--- config.mk ---
export PLATFORM = sky130hd
export DESIGN_NAME = sci_ctrl
export DESIGN_NICKNAME = d
export VERILOG_FILES = /design/src/inc/sci_ctrl_pkg.sv /design/src/rtl/sci_ctrl.sv
export SDC_FILE = /design/constraint.sdc
export NUM_CORES = 1
export LEC_CHECK = 0
export BUFFER_PORTS_ARGS = -buffer_cell sky130_fd_sc_hd__buf_2
export CAP_MARGIN = 20
export CORE_MARGIN = 2
export CORE_UTILIZATION = 45
export CTS_BUF_LIST = sky130_fd_sc_hd__clkbuf_4 sky130_fd_sc_hd__clkbuf_8
export DETAILED_ROUTE_END_ITERATION = 10
export PLACE_DENSITY = 0.79
export SLEW_MARGIN = 20
export SYNTH_ARGS = -nofsm -noshare
export SYNTH_HDL_FRONTEND = slang
export SYNTH_SLANG_ARGS = --single-unit
--- constraint.sdc ---
create_clock -name clk_sys -period 5.6 [get_ports clk_sys]
set_input_delay 0.56 -clock clk_sys [delete_from_list [all_inputs] [get_ports clk_sys]]
set_output_delay 0.56 -clock clk_sys [all_outputs]
set_load 0.02 [all_outputs]
--- src/inc/sci_ctrl_pkg.sv ---
package sci_ctrl_pkg;

  // ----------------------------------------
  // Register map (byte addresses)
  // ----------------------------------------
  localparam logic [3:0] OFF_ENABLES_IRQ = 4'h0;
  localparam logic [3:0] OFF_NINTH_DMA   = 4'h4;
  localparam logic [3:0] OFF_MODULE_CFG  = 4'h8;
  localparam logic [3:0] OFF_TX_STATUS   = 4'hc;

  // ----------------------------------------
  // serial_ctrl_enables_irq fields
  // ----------------------------------------
  localparam int B_TX_EMPTY_IRQ_EN = 7;
  localparam int B_DONE_IRQ_EN     = 6;
  localparam int B_RX_FULL_IRQ_EN  = 5;
  localparam int B_IDLE_IRQ_EN     = 4;
  localparam int B_TRANSMIT_ON     = 3;
  localparam int B_RX_ON           = 2;
  localparam int B_RX_STANDBY      = 1;
  localparam int B_BREAK_SEND      = 0;

  // ----------------------------------------
  // serial_ctrl_ninth_bit_dma_err fields
  // ----------------------------------------
  localparam int B_RX_NINTH_BIT    = 7;
  localparam int B_TX_NINTH_BIT    = 6;
  localparam int B_RX_DMA_SEL      = 5;
  localparam int B_TX_DMA_SEL      = 4;
  localparam int B_OVERRUN_IRQ_EN  = 3;
  localparam int B_NOISE_IRQ_EN    = 2;
  localparam int B_FRAMING_IRQ_EN  = 1;
  localparam int B_PARITY_IRQ_EN   = 0;

  // ----------------------------------------
  // module config fields
  // ----------------------------------------
  localparam int B_MODULE_ON = 0;
  localparam int B_CHAR9     = 1;
  localparam int B_WAKE_ADDR = 2;

  // ----------------------------------------
  // Reset values and character lengths
  // ----------------------------------------
  localparam logic [7:0] RST_ENABLES_IRQ = 8'h00;
  localparam logic [5:0] RST_DMA_ERR     = 6'h00;
  localparam logic [2:0] RST_MODULE_CFG  = 3'h0;
  localparam logic [3:0] LEN8_LAST       = 4'h9;
  localparam logic [3:0] LEN9_LAST       = 4'ha;

  // ----------------------------------------
  // Transmit sequencer states
  // ----------------------------------------
  typedef enum logic [4:0] {
    TX_IDLE = 5'h01,
    TX_PRE  = 5'h02,
    TX_BRK  = 5'h04,
    TX_DATA = 5'h08,
    TX_ONE  = 5'h10
  } tx_state_t;

  typedef struct packed {
    logic tx_empty;
    logic tx_done;
    logic rx_full;
    logic idle;
    logic overrun;
    logic noise;
    logic framing;
    logic parity;
  } flags_t;

  typedef struct packed {
    logic tx_irq;
    logic tx_dma;
    logic rx_irq;
    logic rx_dma;
    logic err_irq;
  } requests_t;

endpackage : sci_ctrl_pkg

--- src/rtl/sci_ctrl.sv ---
// Contract
// [RULE1] Tx empty with irq enable and no tx DMA raises tx CPU interrupt.
// [RULE2] Tx empty with irq enable and tx DMA raises tx DMA request.
// [RULE3] Rx full with irq enable and no rx DMA raises rx CPU interrupt.
// [RULE4] Rx full with irq enable and rx DMA raises rx DMA request.
// [RULE5] Tx done raises tx interrupt only with its enable set.
// [RULE6] Idle line raises rx interrupt only with its enable set.
// [RULE7] Rx DMA select blocks all rx CPU interrupts, idle enable included.
// [RULE8] Enabling transmitter first sends 10 or 11 ones preamble.
// [RULE9] Disabling transmitter finishes current character, then line idles high.
// [RULE10] Off-then-on during a character queues one idle character after it.
// [RULE11] Transmit and receive enable writes ignored while module off.
// [RULE12] Receiver disable stops receiver, leaves its flags alone.
// [RULE13] Standby blocks rx interrupts; wake condition clears standby.
// [RULE14] Break set then cleared sends one break then one high bit.
// [RULE15] Break held set sends breaks back to back, no high bits.
// [RULE16] Software should not toggle break right after tx empty sets.
// [RULE17] Received ninth bit captured with data; 8-bit mode copies bit 7.
// [RULE18] Tx ninth bit enters shifter together with the data byte.
// [RULE19] Each error flag interrupts only with its own enable.
// [RULE20] Reset clears enables, selects, standby, break; keeps ninth bits.
// [RULE21] Module on enables baud; off forces tx flags, blocks tx interrupts.
// [RULE22] Wake select picks address mark or idle line wake.
// [RULE23] Gated error conditions merge into one error interrupt line.
// [RULE24] DMA request stays while its flag is set.
`timescale 1ns/1ps
module sci_ctrl (
  input  wire logic                 clk_sys,
  input  wire logic                 rstn,
  input  wire logic                 wb_cyc_i,
  input  wire logic                 wb_stb_i,
  input  wire logic                 wb_we_i,
  input  wire logic [3:0]           wb_adr_i,
  input  wire logic [3:0]           wb_sel_i,
  input  wire logic [31:0]          wb_dat_i,
  output logic      [31:0]          wb_dat_o,
  output logic                      wb_ack_o,
  input  wire sci_ctrl_pkg::flags_t flags,
  input  wire logic                 tx_tick,
  input  wire logic [7:0]           data_buffer,
  output logic                      tx_take,
  output logic                      tx_busy,
  output logic                      serial_out_pin,
  input  wire logic                 rx_char_valid,
  input  wire logic [8:0]           rx_char,
  input  wire logic                 rx_idle_seen,
  output logic                      rx_on,
  output logic                      baud_on,
  output logic                      force_tx_flags,
  output sci_ctrl_pkg::requests_t   requests
);

  // ----------------------------------------
  // State
  // ----------------------------------------
  typedef struct packed {
    logic [7:0]              en;
    logic [5:0]              dma_err;
    logic [2:0]              cfg;
    sci_ctrl_pkg::tx_state_t tx;
    logic [3:0]              cnt;
    logic [10:0]             sh;
    logic                    pend_pre;
    logic                    out;
    logic                    take;
    logic                    ack;
    logic [7:0]              rdat;
  } state_t;

  state_t st;
  state_t next_st;
  logic   tx_ninth_bit;
  logic   rx_ninth_bit;
  logic   next_tx_ninth_bit;
  logic   next_rx_ninth_bit;

  logic   module_on;
  logic   char9;
  logic   wr;
  logic   rd_cycle;
  logic   char_end;
  logic   transmit_on;
  logic   rx_standby;
  logic   break_send;
  logic   wake;
  logic   rx_msb;
  logic [3:0] last_bit;
  logic [7:0] wbyte;
  logic [7:0] rd_mux;
  logic   bus_req;
  logic   tx_idle;
  logic   tx_in_one;
  logic   at_last;

  logic   tx_empty_irq_en;
  logic   done_irq_en;
  logic   rx_full_irq_en;
  logic   idle_irq_en;
  logic   tx_dma_sel;
  logic   rx_dma_sel;
  logic   overrun_irq_en;
  logic   noise_irq_en;
  logic   framing_irq_en;
  logic   parity_irq_en;
  logic   wake_addr;

  logic   tx_empty_term;
  logic   done_term;
  logic   rx_full_term;
  logic   idle_term;
  logic   overrun_term;
  logic   noise_term;
  logic   framing_term;
  logic   parity_term;
  logic   rx_irq_blocked;

  // ----------------------------------------
  // Helpers
  // ----------------------------------------
  // A source only counts when its own enable is set
  function automatic logic gate(input logic enable, input logic source);
    return enable && source;
  endfunction : gate

  // Last bit index, shared by preamble, break and data frames
  function automatic logic [3:0] frame_last(input logic nine);
    return nine ? sci_ctrl_pkg::LEN9_LAST : sci_ctrl_pkg::LEN8_LAST;
  endfunction : frame_last

  // ----------------------------------------
  // Elaboration checks
  // ----------------------------------------
  // Counter and shifter hold an eleven-bit frame at most
  if (sci_ctrl_pkg::LEN9_LAST > 4'ha) begin : g_len_fits
    $error("nine-bit frame does not fit the shifter");
  end
  if (sci_ctrl_pkg::LEN8_LAST >= sci_ctrl_pkg::LEN9_LAST) begin : g_len_order
    $error("eight-bit frame must be shorter than nine-bit frame");
  end
  // Configuration fields must sit inside the three stored bits
  if (sci_ctrl_pkg::B_WAKE_ADDR > 2 || sci_ctrl_pkg::B_CHAR9 > 2) begin : g_cfg_fits
    $error("configuration field outside stored bits");
  end

  assign module_on   = st.cfg[sci_ctrl_pkg::B_MODULE_ON];
  assign char9       = st.cfg[sci_ctrl_pkg::B_CHAR9];
  assign transmit_on = st.en[sci_ctrl_pkg::B_TRANSMIT_ON];
  assign rx_standby  = st.en[sci_ctrl_pkg::B_RX_STANDBY];
  assign break_send  = st.en[sci_ctrl_pkg::B_BREAK_SEND];
  assign last_bit    = frame_last(char9);
  assign wbyte       = wb_dat_i[7:0];

  // ----------------------------------------
  // Field views
  // ----------------------------------------
  assign tx_empty_irq_en = st.en[sci_ctrl_pkg::B_TX_EMPTY_IRQ_EN];
  assign done_irq_en     = st.en[sci_ctrl_pkg::B_DONE_IRQ_EN];
  assign rx_full_irq_en  = st.en[sci_ctrl_pkg::B_RX_FULL_IRQ_EN];
  assign idle_irq_en     = st.en[sci_ctrl_pkg::B_IDLE_IRQ_EN];
  assign tx_dma_sel      = st.dma_err[sci_ctrl_pkg::B_TX_DMA_SEL];
  assign rx_dma_sel      = st.dma_err[sci_ctrl_pkg::B_RX_DMA_SEL];
  assign overrun_irq_en  = st.dma_err[sci_ctrl_pkg::B_OVERRUN_IRQ_EN];
  assign noise_irq_en    = st.dma_err[sci_ctrl_pkg::B_NOISE_IRQ_EN];
  assign framing_irq_en  = st.dma_err[sci_ctrl_pkg::B_FRAMING_IRQ_EN];
  assign parity_irq_en   = st.dma_err[sci_ctrl_pkg::B_PARITY_IRQ_EN];
  assign wake_addr       = st.cfg[sci_ctrl_pkg::B_WAKE_ADDR];

  // Write commits on the edge where the master sees ack
  assign bus_req  = wb_cyc_i && wb_stb_i;
  assign rd_cycle = bus_req && !st.ack;
  assign wr       = bus_req && wb_we_i && st.ack && wb_sel_i[0];

  // ----------------------------------------
  // Wake detection
  // ----------------------------------------
  assign rx_msb = char9 ? rx_char[8] : rx_char[7];
  assign wake   = wake_addr
                  ? (rx_char_valid && rx_msb)  // RULE22
                  : rx_idle_seen;              // RULE22

  // ----------------------------------------
  // Serial side
  // ----------------------------------------
  // Idle and the single high bit last one tick, so each ends at once
  assign tx_idle   = st.tx == sci_ctrl_pkg::TX_IDLE;
  assign tx_in_one = st.tx == sci_ctrl_pkg::TX_ONE;
  assign at_last   = st.cnt == last_bit;
  assign char_end  = tx_idle || at_last || tx_in_one;

  // ----------------------------------------
  // Read mux
  // ----------------------------------------
  always_comb begin
    rd_mux = 8'h00;
    unique case (wb_adr_i)
      sci_ctrl_pkg::OFF_ENABLES_IRQ: rd_mux = st.en;
      sci_ctrl_pkg::OFF_NINTH_DMA:   rd_mux = {rx_ninth_bit, tx_ninth_bit, st.dma_err};
      sci_ctrl_pkg::OFF_MODULE_CFG:  rd_mux = {5'h00, st.cfg};
      sci_ctrl_pkg::OFF_TX_STATUS:   rd_mux = {2'h0, st.pend_pre, st.tx};
      default:                       rd_mux = 8'h00;
    endcase
  end

  // ----------------------------------------
  // Next state
  // ----------------------------------------
  always_comb begin
    next_st           = st;
    next_tx_ninth_bit = tx_ninth_bit;
    next_rx_ninth_bit = rx_ninth_bit;
    next_st.take      = 1'b0;
    next_st.ack       = rd_cycle;
    if (rd_cycle) begin
      next_st.rdat = rd_mux;
    end

    // Hardware wake clears standby; a software write below wins
    if (rx_standby && wake) begin
      next_st.en[sci_ctrl_pkg::B_RX_STANDBY] = 1'b0;  // RULE13
    end

    if (rx_char_valid) begin
      next_rx_ninth_bit = rx_msb;  // RULE17
    end

    if (wr) begin
      unique case (wb_adr_i)
        sci_ctrl_pkg::OFF_ENABLES_IRQ: begin
          next_st.en = wbyte;
          if (!module_on) begin
            next_st.en[sci_ctrl_pkg::B_TRANSMIT_ON] = transmit_on;  // RULE11
            next_st.en[sci_ctrl_pkg::B_RX_ON]       = st.en[sci_ctrl_pkg::B_RX_ON];  // RULE11
          end else if (wbyte[sci_ctrl_pkg::B_TRANSMIT_ON] && !transmit_on) begin
            // Rising enable queues a preamble, or an idle char mid-frame
            next_st.pend_pre = 1'b1;  // RULE8 RULE10
          end
        end
        sci_ctrl_pkg::OFF_NINTH_DMA: begin
          next_tx_ninth_bit = wbyte[sci_ctrl_pkg::B_TX_NINTH_BIT];
          next_st.dma_err   = wbyte[5:0];
        end
        sci_ctrl_pkg::OFF_MODULE_CFG: begin
          next_st.cfg = wbyte[2:0];
        end
        default: begin
        end
      endcase
    end

    // ----------------------------------------
    // Transmit sequencer, one step per bit tick
    // ----------------------------------------
    if (tx_tick) begin
      if (!char_end) begin
        next_st.cnt = st.cnt + 4'h1;
        unique case (st.tx)
          sci_ctrl_pkg::TX_DATA: begin
            next_st.out = st.sh[1];
            next_st.sh  = {1'b1, st.sh[10:1]};
          end
          sci_ctrl_pkg::TX_BRK:  next_st.out = 1'b0;
          default:               next_st.out = 1'b1;
        endcase
      end else begin
        next_st.cnt = 4'h0;
        if (transmit_on && break_send) begin
          // Break preempts a pending preamble
          next_st.tx       = sci_ctrl_pkg::TX_BRK;  // RULE15 RULE16
          next_st.out      = 1'b0;
          next_st.pend_pre = 1'b0;
        end else if (st.tx == sci_ctrl_pkg::TX_BRK) begin
          next_st.tx  = sci_ctrl_pkg::TX_ONE;  // RULE14
          next_st.out = 1'b1;
        end else if (!transmit_on) begin
          next_st.tx  = sci_ctrl_pkg::TX_IDLE;  // RULE9
          next_st.out = 1'b1;
        end else if (st.pend_pre) begin
          next_st.tx       = sci_ctrl_pkg::TX_PRE;  // RULE8 RULE10
          next_st.out      = 1'b1;
          next_st.pend_pre = 1'b0;
        end else if (!flags.tx_empty) begin
          next_st.tx   = sci_ctrl_pkg::TX_DATA;
          next_st.out  = 1'b0;
          next_st.take = 1'b1;
          next_st.sh   = {1'b1, (char9 ? tx_ninth_bit : 1'b1), data_buffer, 1'b0};  // RULE18
        end else begin
          next_st.tx  = sci_ctrl_pkg::TX_IDLE;
          next_st.out = 1'b1;
        end
      end
    end
  end

  // ----------------------------------------
  // Registers
  // ----------------------------------------
  always_ff @(posedge clk_sys or negedge rstn) begin
    if (!rstn) begin
      st          <= '0;
      st.en       <= sci_ctrl_pkg::RST_ENABLES_IRQ;  // RULE20
      st.dma_err  <= sci_ctrl_pkg::RST_DMA_ERR;      // RULE20
      st.cfg      <= sci_ctrl_pkg::RST_MODULE_CFG;
      st.tx       <= sci_ctrl_pkg::TX_IDLE;
      st.out      <= 1'b1;
      st.sh       <= '1;
    end else begin
      st <= next_st;
    end
  end

  // Ninth bits survive reset, so they sit outside the reset domain
  always_ff @(posedge clk_sys) begin
    tx_ninth_bit <= next_tx_ninth_bit;  // RULE20
    rx_ninth_bit <= next_rx_ninth_bit;
  end

  // ----------------------------------------
  // Outputs
  // ----------------------------------------
  assign wb_ack_o       = st.ack;
  assign wb_dat_o       = {24'h000000, st.rdat};
  assign serial_out_pin = st.out;
  assign tx_take        = st.take;
  assign tx_busy        = !tx_idle || st.pend_pre;
  // Receiver stops, flags are owned elsewhere and untouched
  assign rx_on          = st.en[sci_ctrl_pkg::B_RX_ON];  // RULE12
  assign baud_on        = module_on;   // RULE21
  assign force_tx_flags = !module_on;  // RULE21


  // ----------------------------------------
  // Request routing
  // ----------------------------------------
  // The DMA selects steer the data flags away from the CPU path
  assign tx_empty_term = gate(tx_empty_irq_en && !tx_dma_sel, flags.tx_empty);  // RULE1
  assign done_term     = gate(done_irq_en, flags.tx_done);  // RULE5
  assign rx_full_term  = gate(rx_full_irq_en, flags.rx_full);  // RULE3
  assign idle_term     = gate(idle_irq_en, flags.idle);  // RULE6
  assign overrun_term  = gate(overrun_irq_en, flags.overrun);  // RULE19
  assign noise_term    = gate(noise_irq_en, flags.noise);  // RULE19
  assign framing_term  = gate(framing_irq_en, flags.framing);  // RULE19
  assign parity_term   = gate(parity_irq_en, flags.parity);  // RULE19
  // Standby silences only the rx CPU path; DMA, tx and errors keep flowing
  assign rx_irq_blocked = rx_dma_sel || rx_standby;  // RULE7 RULE13

  always_comb begin
    requests.tx_irq  = module_on  // RULE21
                       && (tx_empty_term || done_term);
    requests.tx_dma  = tx_empty_irq_en && tx_dma_sel  // RULE2
                       && flags.tx_empty;  // RULE24
    requests.rx_irq  = !rx_irq_blocked
                       && (rx_full_term || idle_term);
    requests.rx_dma  = rx_full_irq_en && rx_dma_sel  // RULE4
                       && flags.rx_full;  // RULE24
    requests.err_irq = overrun_term  // RULE23
                       || noise_term
                       || framing_term
                       || parity_term;
  end

endmodule : sci_ctrl

==> flow_summary.yaml <==
status:
  outcome: "completed"
timing:
  fin_skew_ns: 0.00841
  report.final.slew_viol_count: 0
  fmax_ghz: 0.421
  fin_setup_tns_ns: 0
  min_period_ns: 2.37
  hold_viol_final: 0
  worst_slack_ns: 3.23
  final.period_utilization_pct: 42.4
  relSlewSlack_pct: 33.0
  tightest_slew_ns: 1.00
  setup_viol: 0
  rsz0062_at_grt: "false"
route:
  first_pass_iters: 4
  drt-total-wl_mm: 5.50
  wire_per_inst_um: 14.4
  postRouteAntennaNets: 0
  drc_errors: 0
  drt_iter0_drc: 86
  vias: 1933
  vias_per_cell: 5.07
placement:
  hpwl_mm: 4.10
  gp_congestion: 0.797
  portBuffers: 58
  dp_slack_ns: 3.23
clock_tree:
  cts_hold_buffers: 0
  postCtsSetupRepairBufs: 0
  tritoncts: "done"
  clockBufferDepth: 2
  cts.clk_slew.worst_paths_ns: 0.10
  cts_root_buf: "clkbuf_8"
  cts_max_level: 2
  cts_made_buffers: 5
  clock_latency_ns: 0.31
  cts.sinks: 50
  cts_resized: 0
synth:
  synth_cell_types: 44
  synth_seq_area_share_pct: 45.9
  synthTopCellsByCount: "36 x dfrtp_1, 33 x buf_4, 27 x mux2_2"
  synthFlopType: "dfrtp_1"
  synth-edff-count: 2
  synth.avg_cell_area_um2: 10.9
  synth-async-reset-ratio_pct: 96.0
  synth.most_common_cell: "dfrtp_1"
  synth_top_area_share_pct: 32.4
  synth_area_leaders: "dfrtp_1 32%, dfstp_2 11%, mux2_2 11%"
  syn_area_um2: 2780
  synth_top_cell_by_area: "dfrtp_1"
  yosys_register_bits: 50
  synth_cells: 256
  ys_warn_count: 0
power:
  switching_share_pct: 27.6
  p_leak_nw: 1.65
  power.switching_uw: 193
  comb_power_share_pct: 12.4
  power.share.sequential_pct: 56.1
  irDropWorstVdd_mv: 0.115
  power_density_nw_per_um2: 227
  p_int_uw: 505
  clockPowerShare_pct: 31.5
run:
  cap_viol_max_count: 0
cells_and_area:
  syn2layout_area_growth_pct: 10.7
  fillers: 541
  layout.nets: 379
  diodes: 0
  drive_above_1_share_pct: 36.6
die:
  pin_count: 117
  initial_core_util_pct: 46.7
  dieArea_um2: 6820
  die_w_um: 82.6
  core_area_um2: 5960
  dieHeight_um: 82.6
  rows: 28
grt:
  grt_pass1_vias: 1788
  grt_overflow_total: 0
  antenna_found_initial: 0
  grt_max_degree: 49
  track_usage_pct: 16.4
  grt_pass1_wl_mm: 8.40
critical_path:
  critPathKind: "reg2reg"
  r2r_cells: 4
  required_ns: 5.80
  crit_arrival_ns: 2.57
  worstSetupEndpointType: "register"
  crit_fanout: 18
  crit_path_start_kind: "register"
min_path:
  hold_class: "in2async"
==> worst max-delay path, stage by stage, from the launching register on <==
cell     delay, ns
dfstp_2       0.58
xnor2_1       0.10
o41ai_4       0.81
nand2_1       0.41
mux2_2        0.36
==> per-layer routing <==
| layer | vias to the layer above | global-route usage, % | part of all wire (%) |
|---|---|---|---|
| met5 | - | 0 | 0 |
| met4 | 0 | 7.87 | 2.1 |
| met3 | 12 | 3.48 | 4.8 |
| met2 | 57 | 25.2 | 49 |
| met1 | 929 | 22.1 | 44 |
| li1 | 935 | - | - |
==> power groups by stage <==
stage | clock, mW | combinational (mW) | sequential (mW)
5_1_grt | 0.239 | 0.0968 | 0.392
2_1_floorplan | 0 | 0.0681 | 0.397
4_1_cts | 0.226 | 0.0872 | 0.391
6_report | 0.220 | 0.0865 | 0.391
3_3_place_gp | 0 | 0.0846 | 0.397
3_5_place_dp | 0 | 0.0869 | 0.398
==> logic make-up (layout without fill, tap and decap cells) <==
family / Yosys count / count (layout) / share of synthesized area, %
other: 1 / 24 / 0.135
adder cells (fa/ha/maj): 1 / 1 / 0.450
flip-flops: 50 / 50 / 45.9
AO/OA/AOI/OAI: 37 / 37 / 9.32
XOR/XNOR: 3 / 3 / 0.946
buffers and inverters: 57 / 84 / 12.2
AND/OR/NAND/NOR: 62 / 62 / 12.2
multiplexers: 45 / 45 / 18.8
==> worst paths after layout <==
path | slack (ns) | from | endpoint
hold reg to reg | 0.47 | st[22] | st[22]
setup reg to reg | 3.23 | st[27] | st[31]
hold / removal | 0.26 | rstn | parity_irq_en
max in group asynchronous | 4.94 | rstn | overrun_irq_en
setup / recovery | 3.23 | st[27] | st[31]
min in group clk_sys | 0.44 | wb_dat_i[6] | tx_ninth_bit
==> sequential cells by signal (all words and copies together) (netlist names) <==
name	count
rx_full_irq_en	1
idle_irq_en	1
rx_standby	1
break_send	1
done_irq_en	1
overrun_irq_en	1
rx_dma_sel	1
noise_irq_en	1
tx_ninth_bit	1
rx_on	1
wb_dat_o	8
serial_out_pin	1
char9	1
baud_on	1
framing_irq_en	1
wb_ack_o	1
rx_ninth_bit	1
st	24
parity_irq_en	1
tx_take	1
==> cells in the final DEF (no fill, tap or decap), types with 2 or more instances in the layout <==
master / Yosys / final
a21o_1: 2 / 2
a21oi_1: 4 / 4
a22o_1: 6 / 6
a22oi_1: 3 / 3
and3_1: 3 / 3
and3b_1: 3 / 3
buf_2: 2 / 57
buf_4: 33 / 2
clkbuf_8: 0 / 5
conb_1: 1 / 24
dfrtp_1: 36 / 36
dfstp_2: 12 / 12
edfxtp_1: 2 / 2
inv_1: 17 / 17
mux2_2: 27 / 27
mux2i_1: 14 / 14
mux4_2: 3 / 3
nand2_1: 24 / 24
nand3_1: 5 / 5
nand3b_1: 2 / 2
nor2_1: 7 / 7
nor2b_1: 4 / 4
nor3_1: 4 / 4
nor3b_1: 2 / 2
o21ai_0: 14 / 14
o22ai_1: 2 / 2
xor2_1: 2 / 2
==> through the flow <==
stage / power (mW) / area [µm²] / hold slack [ns] / cells / utilization, %
detailed placement: 0.485 / 2980 / 0.458 / 373 / 50.0
floorplan: 0.465 / 2870 / 0.264 / 279 / -
global placement: 0.482 / 2980 / 0.449 / 373 / 50.0
finish: 0.697 / 3080 / 0.258 / 381 / 51.7
global route: 0.728 / 3080 / 0.303 / 381 / 51.7
CTS: 0.704 / 3070 / 0.433 / 381 / 51.6
==> layout make-up <==
class,count,area [µm²],area share (%)
Inverter,17,63.8,2.07
Sequential cell,50,1280,41.5
Clock inverter,3,25.0,0.813
Timing Repair Buffer,59,300,9.76
Multi-Input combinational cell,172,1250,40.6
Tap cell,75,93.8,3.05
Clock buffer,5,68.8,2.24
(Power assumes the default switching activity.)
